File: src/pls_params.svh
// Purpose: Constants for the position limit supervisor
// Assumes: 25 MHz hclk, AHB-Lite word registers
// Notes:   Offsets are byte addresses
`ifndef PLS_PARAMS_SVH
`define PLS_PARAMS_SVH

// ************************************************************
// Register offsets
// ************************************************************
`define PLS_OFF_MODE      8'h00
`define PLS_OFF_ZERO_CAL  8'h04
`define PLS_OFF_LIM_LO    8'h08
`define PLS_OFF_LIM_HI    8'h0C
`define PLS_OFF_SAVE      8'h10
`define PLS_OFF_TGT_POS   8'h14
`define PLS_OFF_TGT_TRQ   8'h18
`define PLS_OFF_STATUS    8'h1C
`define PLS_OFF_ZERO_ACT  8'h20
`define PLS_OFF_CUR_RPT   8'h24
`define PLS_OFF_TRQ_RPT   8'h28

// ************************************************************
// Operating modes
// ************************************************************
`define PLS_MODE_PP       8'h01
`define PLS_MODE_PT       8'h04
`define PLS_MODE_CSP      8'h08
`define PLS_MODE_CST      8'h0A

// ************************************************************
// Values, fields and timing
// ************************************************************
`define PLS_ZERO_MAX      19'h7FFFF
`define PLS_ZERO_DEFAULT  19'h40000
`define PLS_LIM_LO_RST    32'h80000000
`define PLS_LIM_HI_RST    32'h7FFFFFFF
`define PLS_SAVE_KEY      32'h65766173
`define PLS_SAVE_INVALID  2'h0
`define PLS_SAVE_BUSY     2'h1
`define PLS_SAVE_DONE     2'h2
`define PLS_STAT_VIOL_LO  0
`define PLS_STAT_VIOL_HI  1
`define PLS_STAT_CUT      2
`define PLS_STAT_QSTOP    3
`define PLS_CLK_MHZ       25
`define PLS_SAVE_TIME_US  100
`define PLS_SAVE_CYCLES   (`PLS_SAVE_TIME_US * `PLS_CLK_MHZ)

`endif

File: src/pls_pkg.sv
// Purpose: Types for the position limit supervisor
// Assumes: Constants come from pls_params.svh
// Notes:   One packed struct holds all state
package pls_pkg;

  // ************************************************************
  // Bus side state
  // ************************************************************
  typedef struct packed {
    logic        wr_pend;
    logic        rd_pend;
    logic [7:0]  addr;
    logic        hready;
    logic [31:0] hrdata;
  } pls_bus_t;

  // ************************************************************
  // Whole block state
  // ************************************************************
  typedef struct packed {
    pls_bus_t    bus;
    logic [7:0]  mode;
    logic [18:0] zero_cal;
    logic [18:0] zero_act;
    logic        booted;
    logic [31:0] lim_lo;
    logic [31:0] lim_hi;
    logic [31:0] tgt_pos;
    logic [31:0] tgt_trq;
    logic [1:0]  save_st;
    logic [11:0] save_cnt;
    logic [31:0] pos_cmd;
    logic [31:0] trq_cmd;
    logic        power_en;
    logic        quick_stop;
    logic        prof_decel;
    logic [1:0]  viol;
    logic [31:0] cur_rpt;
    logic [31:0] trq_rpt;
    logic        nv_wr;
  } pls_state_t;

endpackage

File: src/pls_top.sv
// Purpose: Position limit supervisor with AHB-Lite register slave
// Assumes: Actual position, current and torque inputs are synchronous
// Notes:   Persistent store is outside; zero loads once after reset
`timescale 1ns/1ps
`include "pls_params.svh"

module pls_top
  import pls_pkg::*;
(
  input  wire logic        hclk,
  input  wire logic        hresetn,
  input  wire logic        hsel,
  input  wire logic [31:0] haddr,
  input  wire logic [1:0]  htrans,
  input  wire logic        hwrite,
  input  wire logic [2:0]  hsize,
  input  wire logic [31:0] hwdata,
  input  wire logic        hready,
  output logic             hreadyout,
  output logic             hresp,
  output logic [31:0]      hrdata,
  input  wire logic [31:0] pos_act,
  input  wire logic [31:0] cur_act,
  input  wire logic [31:0] trq_act,
  input  wire logic [18:0] nv_zero,
  input  wire logic        nv_zero_valid,
  input  wire logic        nv_done,
  output logic             nv_wr,
  output logic [18:0]      nv_zero_wdata,
  output logic [31:0]      pos_cmd,
  output logic [31:0]      trq_cmd,
  output logic             power_en,
  output logic             brake_engage,
  output logic             quick_stop,
  output logic             prof_decel,
  output logic [18:0]      zero_pos
);

  localparam logic [11:0] SAVE_CYC = 12'(`PLS_SAVE_CYCLES);

  pls_state_t s_r;
  pls_state_t s_nxt;

  logic              addr_ok;
  logic              at_lo;
  logic              at_hi;
  logic              beyond_lo;
  logic              beyond_hi;
  logic              torque_mode;
  logic              trq_inward;
  logic [31:0]       clamped;
  logic [31:0]       rd_mux;
  logic [31:0]       wdata;

  // ************************************************************
  // Limit comparisons
  // ************************************************************
  // Reached or passed each limit, signed
  assign at_lo       = $signed(pos_act) <= $signed(s_r.lim_lo);
  assign at_hi       = $signed(pos_act) >= $signed(s_r.lim_hi);
  // Target outside the permitted range
  assign beyond_lo   = $signed(s_r.tgt_pos) < $signed(s_r.lim_lo);
  assign beyond_hi   = $signed(s_r.tgt_pos) > $signed(s_r.lim_hi);
  assign torque_mode = (s_r.mode == `PLS_MODE_PT) || (s_r.mode == `PLS_MODE_CST);
  // Torque that drives the shaft back toward the range
  assign trq_inward  = (at_lo && $signed(s_r.tgt_trq) > 0)
                    || (at_hi && $signed(s_r.tgt_trq) < 0);

  // Target clamped onto the nearer limit
  always_comb
  begin
    if (beyond_lo)
      clamped = s_r.lim_lo;
    else if (beyond_hi)
      clamped = s_r.lim_hi;
    else
      clamped = s_r.tgt_pos;
  end

  // ************************************************************
  // Register read mux
  // ************************************************************
  assign addr_ok = hsel && htrans[1] && hready;
  assign wdata   = hwdata;

  // Read value for the pending address
  always_comb
  begin
    unique case (s_r.bus.addr)
      `PLS_OFF_MODE:     rd_mux = {24'h000000, s_r.mode};
      `PLS_OFF_ZERO_CAL: rd_mux = {13'h0000, s_r.zero_cal};
      `PLS_OFF_LIM_LO:   rd_mux = s_r.lim_lo;
      `PLS_OFF_LIM_HI:   rd_mux = s_r.lim_hi;
      `PLS_OFF_SAVE:     rd_mux = {30'h00000000, s_r.save_st};
      `PLS_OFF_TGT_POS:  rd_mux = s_r.tgt_pos;
      `PLS_OFF_TGT_TRQ:  rd_mux = s_r.tgt_trq;
      `PLS_OFF_STATUS:   rd_mux = {28'h0000000, s_r.quick_stop, ~s_r.power_en, s_r.viol};
      `PLS_OFF_ZERO_ACT: rd_mux = {13'h0000, s_r.zero_act};
      `PLS_OFF_CUR_RPT:  rd_mux = s_r.cur_rpt;
      `PLS_OFF_TRQ_RPT:  rd_mux = s_r.trq_rpt;
      default:           rd_mux = 32'h00000000;
    endcase
  end

  // ************************************************************
  // Next state
  // ************************************************************
  always_comb
  begin
    s_nxt           = s_r;
    s_nxt.nv_wr     = 1'b0;

    // Bus: writes land in data phase, reads take one wait state
    s_nxt.bus.wr_pend = 1'b0;
    s_nxt.bus.hready  = 1'b1;
    if (s_r.bus.rd_pend)
    begin
      s_nxt.bus.hrdata  = rd_mux;
      s_nxt.bus.rd_pend = 1'b0;
    end
    if (s_r.bus.wr_pend)
    begin
      unique case (s_r.bus.addr)
        `PLS_OFF_MODE:
          s_nxt.mode = wdata[7:0];
        `PLS_OFF_ZERO_CAL:
        begin
          if (wdata <= {13'h0000, `PLS_ZERO_MAX})
            s_nxt.zero_cal = wdata[18:0];
        end
        `PLS_OFF_LIM_LO:
          s_nxt.lim_lo = wdata;
        `PLS_OFF_LIM_HI:
          s_nxt.lim_hi = wdata;
        `PLS_OFF_SAVE:
        begin
          if (s_r.save_st != `PLS_SAVE_BUSY)
          begin
            if (wdata == `PLS_SAVE_KEY)
            begin
              s_nxt.save_st  = `PLS_SAVE_BUSY;
              s_nxt.save_cnt = SAVE_CYC;
              s_nxt.nv_wr    = 1'b1;
            end
            else
              s_nxt.save_st = `PLS_SAVE_INVALID;
          end
        end
        `PLS_OFF_TGT_POS:
          s_nxt.tgt_pos = wdata;
        `PLS_OFF_TGT_TRQ:
          s_nxt.tgt_trq = wdata;
        default:
          s_nxt.mode = s_r.mode;
      endcase
    end
    if (addr_ok)
    begin
      s_nxt.bus.addr = haddr[7:0];
      if (hwrite)
        s_nxt.bus.wr_pend = 1'b1;
      else
      begin
        s_nxt.bus.rd_pend = 1'b1;
        s_nxt.bus.hready  = 1'b0;
      end
    end

    // Save runs for a minimum time and until the store confirms
    if (s_r.save_st == `PLS_SAVE_BUSY)
    begin
      if (s_r.save_cnt != 12'h000)
        s_nxt.save_cnt = s_r.save_cnt - 12'h001;
      else if (nv_done)
        s_nxt.save_st = `PLS_SAVE_DONE;
    end

    // Zero is taken from the store only once after restart
    if (!s_r.booted)
    begin
      s_nxt.booted = 1'b1;
      if (nv_zero_valid)
        s_nxt.zero_act = nv_zero;
      else
        s_nxt.zero_act = `PLS_ZERO_DEFAULT;
    end

    // Motion supervision defaults: inside range, all accepted
    s_nxt.viol       = {at_hi, at_lo};
    s_nxt.power_en   = 1'b1;
    s_nxt.quick_stop = 1'b0;
    s_nxt.prof_decel = 1'b0;
    s_nxt.pos_cmd    = s_r.tgt_pos;
    s_nxt.trq_cmd    = s_r.tgt_trq;
    s_nxt.cur_rpt    = cur_act;
    s_nxt.trq_rpt    = trq_act;

    unique case (s_r.mode)
      `PLS_MODE_PP:
      begin
        // Plan toward the limit, stop there at profile deceleration
        s_nxt.pos_cmd    = clamped;
        s_nxt.prof_decel = beyond_lo || beyond_hi;
      end
      `PLS_MODE_CSP:
      begin
        if (at_lo || at_hi)
        begin
          s_nxt.quick_stop = 1'b1;
          // Inside targets run, others hold the hit limit
          if (beyond_lo || beyond_hi)
            s_nxt.pos_cmd = at_lo ? s_r.lim_lo : s_r.lim_hi;
        end
      end
      `PLS_MODE_PT,
      `PLS_MODE_CST:
      begin
        if (at_lo || at_hi)
        begin
          if (trq_inward)
            s_nxt.trq_cmd = s_r.tgt_trq;
          else
          begin
            s_nxt.trq_cmd  = 32'h00000000;
            s_nxt.power_en = 1'b0;
            s_nxt.cur_rpt  = 32'h00000000;
            s_nxt.trq_rpt  = 32'h00000000;
          end
        end
      end
      default:
        s_nxt.pos_cmd = s_r.tgt_pos;
    endcase
    if (!torque_mode)
      s_nxt.trq_cmd = s_r.tgt_trq;
  end

  // ************************************************************
  // State register
  // ************************************************************
  always_ff @(posedge hclk or negedge hresetn)
  begin
    if (!hresetn)
    begin
      s_r             <= '0;
      s_r.bus.hready  <= 1'b1;
      s_r.zero_cal    <= `PLS_ZERO_DEFAULT;
      s_r.zero_act    <= `PLS_ZERO_DEFAULT;
      s_r.lim_lo      <= `PLS_LIM_LO_RST;
      s_r.lim_hi      <= `PLS_LIM_HI_RST;
      s_r.save_st     <= `PLS_SAVE_INVALID;
      s_r.power_en    <= 1'b1;
    end
    else
      s_r <= s_nxt;
  end

  // ************************************************************
  // Outputs
  // ************************************************************
  // Bus answers
  assign hreadyout     = s_r.bus.hready;
  assign hresp         = 1'b0;
  assign hrdata        = s_r.bus.hrdata;
  // Store write strobe and data
  assign nv_wr         = s_r.nv_wr;
  assign nv_zero_wdata = s_r.zero_cal;
  // Drive commands; brake never engages on a limit
  assign pos_cmd       = s_r.pos_cmd;
  assign trq_cmd       = s_r.trq_cmd;
  assign power_en      = s_r.power_en;
  assign brake_engage  = 1'b0;
  assign quick_stop    = s_r.quick_stop;
  assign prof_decel    = s_r.prof_decel;
  assign zero_pos      = s_r.zero_act;

endmodule // pls_top

File: config.mk
export PLATFORM = sky130hd
export DESIGN_NAME = pls_top
export DESIGN_NICKNAME = d
export VERILOG_FILES = /design/src/pls_pkg.sv /design/src/pls_top.sv
export VERILOG_INCLUDE_DIRS = /design/src
export SDC_FILE = /design/constraint.sdc
export NUM_CORES = 1
export LEC_CHECK = 0
export BUFFER_PORTS_ARGS = -buffer_cell sky130_fd_sc_hd__buf_2
export CORE_ASPECT_RATIO = 1.5
export CORE_UTILIZATION = 61
export DETAILED_ROUTE_END_ITERATION = 8
export PLACE_DENSITY_LB_ADDON = 0.3
export SYNTH_ARGS = -nofsm -noshare
export SYNTH_HDL_FRONTEND = slang
export SYNTH_SLANG_ARGS = --single-unit
File: constraint.sdc
create_clock -name hclk -period 8.65 [get_ports hclk]
set_input_delay 0.865 -clock hclk [delete_from_list [all_inputs] [get_ports hclk]]
set_output_delay 0.865 -clock hclk [all_outputs]
set_load 0.02 [all_outputs]
==> results of run 1 <==
[cell type report]
type                       instances  area, µm²  share of cell area
clock buffer                      46       1010              0.0472
multi-input combinational       1049       8220               0.385
tap                              405        507              0.0237
timing repair buffer             318       1660              0.0776
clock inverter                    20        339              0.0159
inverter                         110        413              0.0193
sequential                       366       9200               0.431
[worst paths after layout]
path	start	endpoint	slack (ns)
min reg2reg	zero_pos[18]	zero_pos[18]	0.48
min in group hclk	zero_pos[18]	zero_pos[18]	0.48
max in group asynchronous	hresetn	s_r[260]	6.77
min	hresetn	pos_cmd[15]	0.35
max reg2reg	s_r[212]	s_r[62]	4.03
max	s_r[212]	s_r[62]	4.03
[sequential cells by signal, indices dropped and copies added, names as in the netlist]
| signal | count |
|---|---|
| quick_stop | 1 |
| zero_pos | 19 |
| s_r | 227 |
| pos_cmd | 32 |
| trq_cmd | 32 |
| hrdata | 32 |
| hreadyout | 1 |
| nv_wr | 1 |
| power_en | 1 |
| prof_decel | 1 |
| nv_zero_wdata | 19 |
[report_power, final]
group          total [µW]  switching [µW]  internal (µW)  leakage (µW)
sequential           1890            83.7           1810       0.00435
combinational         478             293            185       0.00491
clock                1780             702           1080      0.000660
[cells by family after synthesis]
family	share of synthesized area
mux	0.0971
buf+inv	0.0908
xor+xnor	0.00321
other cells	0.000393
fa+ha+maj	0.0838
flops	0.482
compound gates	0.137
simple gates	0.106
[stage by stage]
step	setup WS, ns	power, µW	util	cells	hold slack [ns]
floorplan	5.26	2200	-	1735	0.449
global placement	3.74	2370	0.646	2248	0.473
detailed placement	3.66	2390	0.646	2248	0.482
CTS	4.06	4150	0.690	2314	0.374
global route	3.82	4280	0.690	2314	0.414
finish	4.03	4150	0.690	2314	0.353
[placed cells by master (no fill, tap or decap), drive strengths merged, types with 4 or more instances in the layout]
cell,instances
buf,318
or3,6
nand4,33
a22o,8
o211ai,7
nand2,91
a211oi,7
a21oi,49
nor3,20
inv,113
nand2b,8
ha,128
xnor2,5
a21o,13
a41o,11
clkinv,7
nor4,21
and3,7
nand3,21
dfrtp,330
nor2,37
o221ai,30
nor2b,104
dfstp,36
a221oi,28
clkbuf,46
o22ai,24
o21ai,85
bufinv,8
o21a,4
o31ai,4
a222oi,6
and4,4
a22oi,79
mux2,163
[per-layer routing]
layer,up-vias,track usage
met4,2,0.272
met3,246,0.0520
met5,-,0
li1,6437,-
met1,7271,0.399
met2,760,0.618
==> results.md, run 1 <==
- Status: finished, final reports clean
- Layout cells sized above 1: 0.316
- GR Util All Layers: 0.357
- GPL Wtd Cong: 0.905
- Post-CTS Resized: 0
- Initial antenna violation count: 1
- Post-synth ARST share: 1.00
- Drt pass-1 iters: 9
- Worst VDD drop: 0.000173 V
- CTS Hold Bufs: 0
- Post-synthesis cell area: 19100 µm²
- Final setup TNS: 0 ns
- Total clock sinks: 366
- Vias: 14716
- Setup bufs post-CTS: 0
- Fmax achieved: 0.216 GHz
- Via density: 6.36
- DRC violations left: 0
- Initial Utilization: 0.618
- Count leader, synth: dfrtp_1
- Critical path fanouts, max: 79
- Crit path buf inv count: 2
- Critical path class: flip-flop to flip-flop
- Die Span Y: 219 µm
- DRT met1 WL: 20.1 mm
- Tmin final: 4.62 ns
- Max-slew violation count: 0
- Root Buffer: clkbuf_16
- Worst slew margin: 0.321
- Pleak: 0.00992 µW
- CP Cell Sequence: ha_1 > nand2b_1 > a2111oi_2 > o21bai_1 > a41o_1 > a311oi_2 > inv_2 > a21o_1 > a211oi_4 > buf_4 > nor2b_1
- Global-route wire length before repair: 84.5 mm
- Placed Area: 20000 µm²
- Clock transition at path regs: 0.07 ns
- Number of synthesized register bits: 366
- Max_cap viols: 0
- Hpwl dp: 40.9 mm
- Fill cells: 2286
- Startpoint Class: flip-flop
- Clock latency on the worst-skew pair: 0.55 ns
- Final WL: 57.1 mm
- CP peak stage delay: 0.79 ns
- Req. time, crit path: 9.02 ns
- RSZ-0062 raised after global routing: false
- Metal3 WL: 3.55 mm
- WP data arrival: 4.99 ns
- Die X: 147 µm
- Ys flop type: dfrtp_1
- WL per Instance: 24.7 µm
- H-tree depth: 2
- Port Buffers: 301
- Vias in the first global route: 14522
- Std cell rows: 79
- Synth-to-layout area growth: 11.7%
- Worst hold path type: primary input to asynchronous set/reset pin
- DIE AREA: 32000 µm²
- Clk buf depth: 3
- Antenna Cells: 0
- Core ar.: 30900 µm²
- CP max-delay cell: buf_4
- Final Hold Fails: 0
- Fin area: 21300 µm²
- Largest net degree at the start of global routing: 193
- Clock Skew: 0.0166 ns
- Yosys cell types: 67
- Number of nets with antenna violations after routing: 0
- Mapped Cells: 1734
- Slew @ Worst Pin: 1.02 ns
- Worst r2r path cells: 11
- Synth top area share: 0.432
- Io pins: 332
- Wire length on met2: 28.7 mm
- Mapped Avg Cell Area: 11.0 µm²
- Total gr overflow: 0
- CTS tree: done
- Final setup vio count: 0
- Top post-synthesis cells by count: dfrtp_1 (330), mux2_2 (163), buf_4 (140)
- PwrDens: 194 nW/µm²
- CTS buffer count: 36
- Period utilisation layout: 0.534
- Register area share after synthesis: 0.482
- Post-synth EDFFs: 0
- Top delay family on crit path: compound AO/OA/AOI/OAI gates
- Total stage count of the critical path: 11
- Cell taking the most area after synthesis: dfrtp_1
- Top cells by area, synth: dfrtp_1 (43%), mux2_2 (9.6%), ha_1 (8.4%)
- Setup crit end kind: flip-flop
- Top Layer Used: met5
- YS warnings: 0
- Iteration-0 DRC Markers: 1013
- NumNets Final: 2200
Power figures use the tool's default switching activity.
==> run 2: changes to the inputs <==
CORE_UTILIZATION = 57   (was 61)
clock period = 4.25 ns   (was 8.65 ns; I/O delays follow)
==> run 2 against run 1 <==
  * The run now ends with negative hold slack left
  * Hold slack lost 0.45 ns
  * Utilization down 4.0 points
  * Non-clock buffer count is 11 higher
  * Cell count increased by 0.86%
  * Sequential power grew 100%
  * Via count grew 0.18%
  * Sequential share of layout area is essentially flat
  * Die area up 6.9%
  * Final area about the same
  * Critical path type unchanged
  * Largest cell class unchanged
==> results.md, run 2 (synthesis results as in run 1) <==
- Post-CTS Resized: 0 (unchanged)
- Startpoint Class: flip-flop (unchanged)
- Iteration-0 DRC Markers: 883 (was 1013)
- DIE AREA: 34300 µm² (was 32000 µm²)
- Worst Setup SP: s_r[239] (was s_r[212])
- Worst Setup EP: pos_cmd[27] (was s_r[62])
- Reg2reg start: s_r[239] (was s_r[212])
- Worst hold slack: -0.0947 ns (was 0.353 ns)
- Max FFs per register: 227 (unchanged)
- Setup crit end kind: flip-flop (unchanged)
- Clk buf depth: 3 (unchanged)
- Tmin final: 3.79 ns (was 4.62 ns)
- Period utilisation layout: 0.892 (was 0.534)
- Clock latency on the worst-skew pair: 0.54 ns (was 0.55 ns)
- Worst VDD drop: 0.000296 V (was 0.000173 V)
- Worst setup margin: 0.460 ns (was 4.03 ns)
- Slew @ Worst Pin: 0.993 ns (was 1.02 ns)
- PwrDens: 379 nW/µm² (was 194 nW/µm²)
- Setup bufs post-CTS: 0 (unchanged)
- Hpwl dp: 42.9 mm (was 40.9 mm)
- CTS Hold Bufs: 0 (unchanged)
- Status: complete, but fails checks (was finished, final reports clean)
- Total gr overflow: 0 (unchanged)
- Std cell rows: 81 (was 79)
- Vias: 14743 (was 14716)
- Critical path class: flip-flop to flip-flop (unchanged)
- Root Buffer: clkbuf_16 (unchanged)
- Final Hold Fails: 28 (was 0)
- Fill cells: 2648 (was 2286)
- Critical path fanouts, max: 17 (was 79)
- WL per Instance: 24.8 µm (was 24.7 µm)
- Global-route wire length before repair: 86.3 mm (was 84.5 mm)
- Clock transition at path regs: 0.06 ns (was 0.07 ns)
- Max_cap viols: 0 (unchanged)
- DRC violations left: 0 (unchanged)
- Register area: 9200 µm² (unchanged)
- R2R Setup Slk: 0.46 ns (was 4.03 ns)
- Vias in the first global route: 15040 (was 14522)
- Pleak: 0.00991 µW (was 0.00992 µW)
- Final core occ: 0.650 (was 0.690)
- GPL Wtd Cong: 0.915 (was 0.905)
- NumNets Final: 2211 (was 2200)
- Max-slew violation count: 0 (unchanged)
- Largest net degree at the start of global routing: 115 (was 193)
- Final setup TNS: 0 ns (unchanged)
- Number of nets with antenna violations after routing: 0 (unchanged)
- Final WL: 57.9 mm (was 57.1 mm)
- Clock Skew: 0.0158 ns (was 0.0166 ns)
- Commonest cells after routing, fill and taps aside: dfrtp_1 (330), buf_2 (300), mux2_2 (163) (unchanged)
- Fmax achieved: 0.264 GHz (was 0.216 GHz)
- H-tree depth: 2 (unchanged)
- Drt pass-1 iters: 5 (was 9)
- Antenna Cells: 0 (unchanged)
- Synth-to-layout area growth: 11.7% (about the same)
- Met2 GRT Util: 0.590 (was 0.618)
- Die X: 151 µm (was 147 µm)
- Fin area: 21300 µm² (about the same)
- Total clock sinks: 366 (unchanged)
- Core ar.: 32800 µm² (was 30900 µm²)
- Footprint of the multi-input gates: 8220 µm² (about the same)
- RR Endpoint: pos_cmd[27] (was s_r[62])
- GR Util All Layers: 0.344 (was 0.357)
- Worst r2r path cells: 10 (was 11)
- Port Buffers: 301 (unchanged)
- Layer carrying the most global-route usage: met2 (unchanged)
- Most common cell after layout, fill and taps aside: dfrtp_1 (unchanged)
- RSZ-0062 raised after global routing: false (unchanged)
- Via density: 6.32 (was 6.36)
- Die Span Y: 226 µm (was 219 µm)
- Setup WS pre-CTS: 0.566 ns (was 3.66 ns)
- Io pins: 332 (unchanged)
- Req. time, crit path: 4.62 ns (was 9.02 ns)
- Worst hold path type: primary input to asynchronous set/reset pin (unchanged)
- CTS buffer count: 36 (unchanged)
- Initial antenna violation count: 1 (unchanged)
- Worst slew margin: 0.336 (was 0.321)
- Layout cells sized above 1: 0.316 (about the same)
- CTS tree: done (unchanged)
- Failing checks: negative hold slack
- Initial Utilization: 0.582 (was 0.618)
- Met1 GRT Util: 0.366 (was 0.399)
- Placed Area: 20100 µm² (was 20000 µm²)
- Final setup vio count: 0 (unchanged)
- Largest register by flop count: s_r (unchanged)
- WP data arrival: 4.16 ns (was 4.99 ns)
- Met3 GRT Util: 0.0525 (was 0.0520)
## run 2: changes by cell type in the layout (fill, tap and decap cells not counted), sizes merged
cell and delta:
buf +11, clkinv -2, bufinv -6, clkbuf +9, inv -2
## run 2: routing by layer
| layer | share of wire | vias to the layer above |
|---|---|---|
| met5 | 0.00019 | - |
| met4 | 0.095 | 2 |
| met3 | 0.063 | 284 |
| met2 | 0.50 | 762 |
| met1 | 0.34 | 7220 |
| li1 | - | 6475 |
## run 2: worst max-delay path, stage by stage (launching register included)
cell and delay [ns]:
dfstp_2 0.55, inv_1 0.10, ha_1 0.33, nand4_1 0.20, nor4_1 0.58, nand3_1 0.24, o211ai_1 0.22, nand4_1 0.27
a31oi_2 0.66, buf_4 0.31, o221ai_1 0.17
## run 2: report_power, final
group,leakage [µW],switching [µW],internal [µW]
clock network,0.000588,1360,1890
registers,0.00435,165,3680
logic,0.00497,608,385
total,0.00991,2130,5950
## run 2: through the flow
step	total power, µW	instances
global route	8370	2334
finish	8080	2334
floorplan	4470	1735
detailed placement	4880	2269
global placement	4830	2269
CTS	8120	2334
## run 2: area by class of cell
type	count	area share
clock buffer	55	0.0507
inverter	110	0.0194
clock inverter	10	0.00581
timing repair buffer	329	0.0833
multi-input combinational	1049	0.385
tap	415	0.0243
sequential	366	0.431
## run 2: how the worst min path moves through the flow
stage                     slack (ns)           end  depth (start not counted)
after floorplan                 0.13     hrdata[0]                          0
after global placement          0.47  zero_pos[18]                          2
after detailed placement        0.47  zero_pos[18]                          2
after CTS                     0.0007   pos_cmd[27]                          1
after global routing           0.009   pos_cmd[27]                          1
final                          -0.09   pos_cmd[27]                          1
==> run 3: changes to the inputs <==
REMOVE_ABC_BUFFERS = 1   (was not set)
==> run 3 against run 2 <==
  * Critical endpoint is now pos_cmd[0]
  * Global-route usage grew 0.36 points
  * Critical path depth did not move
  * Final area increased by 0.73%
  * Critical path type unchanged
  * The run still ends with negative hold slack left
  * Sequential cell count did not move
==> results.md, run 3 (synthesis results as in run 1) <==
- Status: complete, but fails checks (unchanged)
- Fill cells: 2637 (was 2648)
- NumNets Final: 2223 (was 2211)
- Largest net degree at the start of global routing: 120 (was 115)
- CTS tree: done (unchanged)
- Fmax achieved: 0.279 GHz (was 0.264 GHz)
- Final core occ: 0.654 (was 0.650)
- Total gr overflow: 0 (unchanged)
- Initial Utilization: 0.582 (unchanged)
- Synth-to-layout area growth: 12.5% (was 11.7%)
- GPL Wtd Cong: 0.928 (was 0.915)
- Final Hold Fails: 3 (was 28)
- Critical path class: flip-flop to flip-flop (unchanged)
- CTS Hold Bufs: 0 (unchanged)
- Worst VDD drop: 0.000359 V (was 0.000296 V)
- Worst Setup SP: s_r[239] (unchanged)
- Setup crit end kind: flip-flop (unchanged)
- Clk buf depth: 3 (unchanged)
- Req. time, crit path: 4.66 ns (was 4.62 ns)
- H-tree depth: 2 (unchanged)
- RSZ-0062 raised after global routing: false (unchanged)
- Period utilisation layout: 0.843 (was 0.892)
- Worst hold slack: -0.00541 ns (was -0.0947 ns)
- Most common cell after layout, fill and taps aside: dfrtp_1 (unchanged)
- Worst slew margin: 0.253 (was 0.336)
- Final setup vio count: 0 (unchanged)
- Reg2reg start: s_r[239] (unchanged)
- Pleak: 0.00999 µW (was 0.00991 µW)
- Number of nets with antenna violations after routing: 0 (unchanged)
- Setup bufs post-CTS: 0 (unchanged)
- Initial antenna violation count: 2 (was 1)
- WP data arrival: 3.99 ns (was 4.16 ns)
- Port Buffers: 301 (unchanged)
- CP peak stage delay: 0.68 ns (was 0.66 ns)
- PwrDens: 383 nW/µm² (was 379 nW/µm²)
- Tmin final: 3.58 ns (was 3.79 ns)
- Commonest cells after routing, fill and taps aside: dfrtp_1 (330), buf_2 (300), mux2_2 (163) (unchanged)
- Drt pass-1 iters: 6 (was 5)
- Total clock sinks: 366 (unchanged)
- Via density: 6.19 (was 6.32)
- Startpoint Class: flip-flop (unchanged)
- Io pins: 332 (unchanged)
- Max-slew violation count: 0 (unchanged)
- CTS buffer count: 37 (was 36)
- DRC violations left: 0 (unchanged)
- Worst hold path type: primary input to asynchronous set/reset pin (unchanged)
- Max FFs per register: 227 (unchanged)
- Critical path fanouts, max: 23 (was 17)
- Std cell rows: 81 (unchanged)
- Vias: 14546 (was 14743)
- Die Span Y: 226 µm (unchanged)
- Clock transition at path regs: 0.06 ns (about the same)
- Slew @ Worst Pin: 1.12 ns (was 0.993 ns)
- Failing checks: negative hold slack (unchanged)
- CP Cell Sequence: inv_1 > ha_1 > nand4_1 > nor4_1 > o31a_1 > o211ai_1 > and4_1 > buf_4 > o211a_1 > a311o_1 (was inv_1 > ha_1 > nand4_1 > nor4_1 > nand3_1 > o211ai_1 > nand4_1 > a31oi_2 > buf_4 > o221ai_1)
- Clock latency on the worst-skew pair: 0.54 ns (about the same)
- Clock Skew: 0.0187 ns (was 0.0158 ns)
- Root Buffer: clkbuf_16 (unchanged)
- Hpwl dp: 41.4 mm (was 42.9 mm)
- DIE AREA: 34300 µm² (unchanged)
- Final WL: 58.6 mm (was 57.9 mm)
- WL per Instance: 25.0 µm (was 24.8 µm)
- CP max-delay cell: nor4_1 (was a31oi_2)
- Die X: 151 µm (unchanged)
- GR Util All Layers: 0.348 (was 0.344)
- Crit path buf inv count: 2 (unchanged)
- Core ar.: 32800 µm² (unchanged)
- Iteration-0 DRC Markers: 899 (was 883)
- Post-CTS Resized: 0 (unchanged)
- Global-route wire length before repair: 87.1 mm (was 86.3 mm)
- Max_cap viols: 0 (unchanged)
- Top delay family on crit path: simple AND/OR/NAND/NOR gates (unchanged)
- Vias in the first global route: 14786 (was 15040)
- Layout cells sized above 1: 0.319 (was 0.316)
- Largest register by flop count: s_r (unchanged)
- PnR Total Power: 8240 µW (was 8080 µW)
run 3: cell count changes in the layout (fill, tap and decap cells not counted), moves of 2 or more:
cell       change
buf_4         +10
clkbuf_8       -6
nand2_1        +3
clkbuf_16      +3
nand2_2        -3
diode_2        +2
bufinv_16      +2
run 3: power breakdown:
group / internal, µW / switching (µW) / leakage, µW
clock network: 2020 / 1380 / 0.000617
logic: 389 / 617 / 0.00502
registers: 3680 / 153 / 0.00435
run 3: area by class of cell:
class | instances | area (µm²) | area share
flip-flops and latches | 366 | 9200 | 0.428
repair buffers | 340 | 1870 | 0.0871
clock inverters | 14 | 190 | 0.00885
multi-input cells | 1049 | 8210 | 0.382
diodes | 2 | 5.00 | 0.000233
well taps | 415 | 519 | 0.0242
inverters | 110 | 413 | 0.0192
clock buffers | 53 | 1080 | 0.0502
run 3: through the flow:
stage,instances,worst slack (ns),cell area (µm²),TNS [ns]
after floorplan,1525,-0.0859,17800,-8.28
after global placement,2280,0.777,20200,0
after detailed placement,2280,0.742,20200,0
after CTS,2347,0.734,21500,0
after global routing,2349,0.553,21500,0
final,2349,0.669,21500,0
run 3: layer usage:
layer | vias to the layer above | routed length [µm] | track usage
li1 | 6494 | - | -
met2 | 589 | 30500 | 0.616
met5 | - | 0 | 0
met1 | 7296 | 21800 | 0.405
met3 | 167 | 3040 | 0.0408
met4 | 0 | 3210 | 0.187
run 3: path summary, 6_finish.rpt:
check,slack (ns),cells after the start,endpoint
max,0.67,10,pos_cmd[0]
min,-0.005,1,trq_cmd[20]
max reg2reg,0.67,10,pos_cmd[0]
min reg2reg,0.48,2,zero_pos[18]
max in group asynchronous,3.22,2,s_r[219]
min in group hclk,0.10,2,s_r[15]
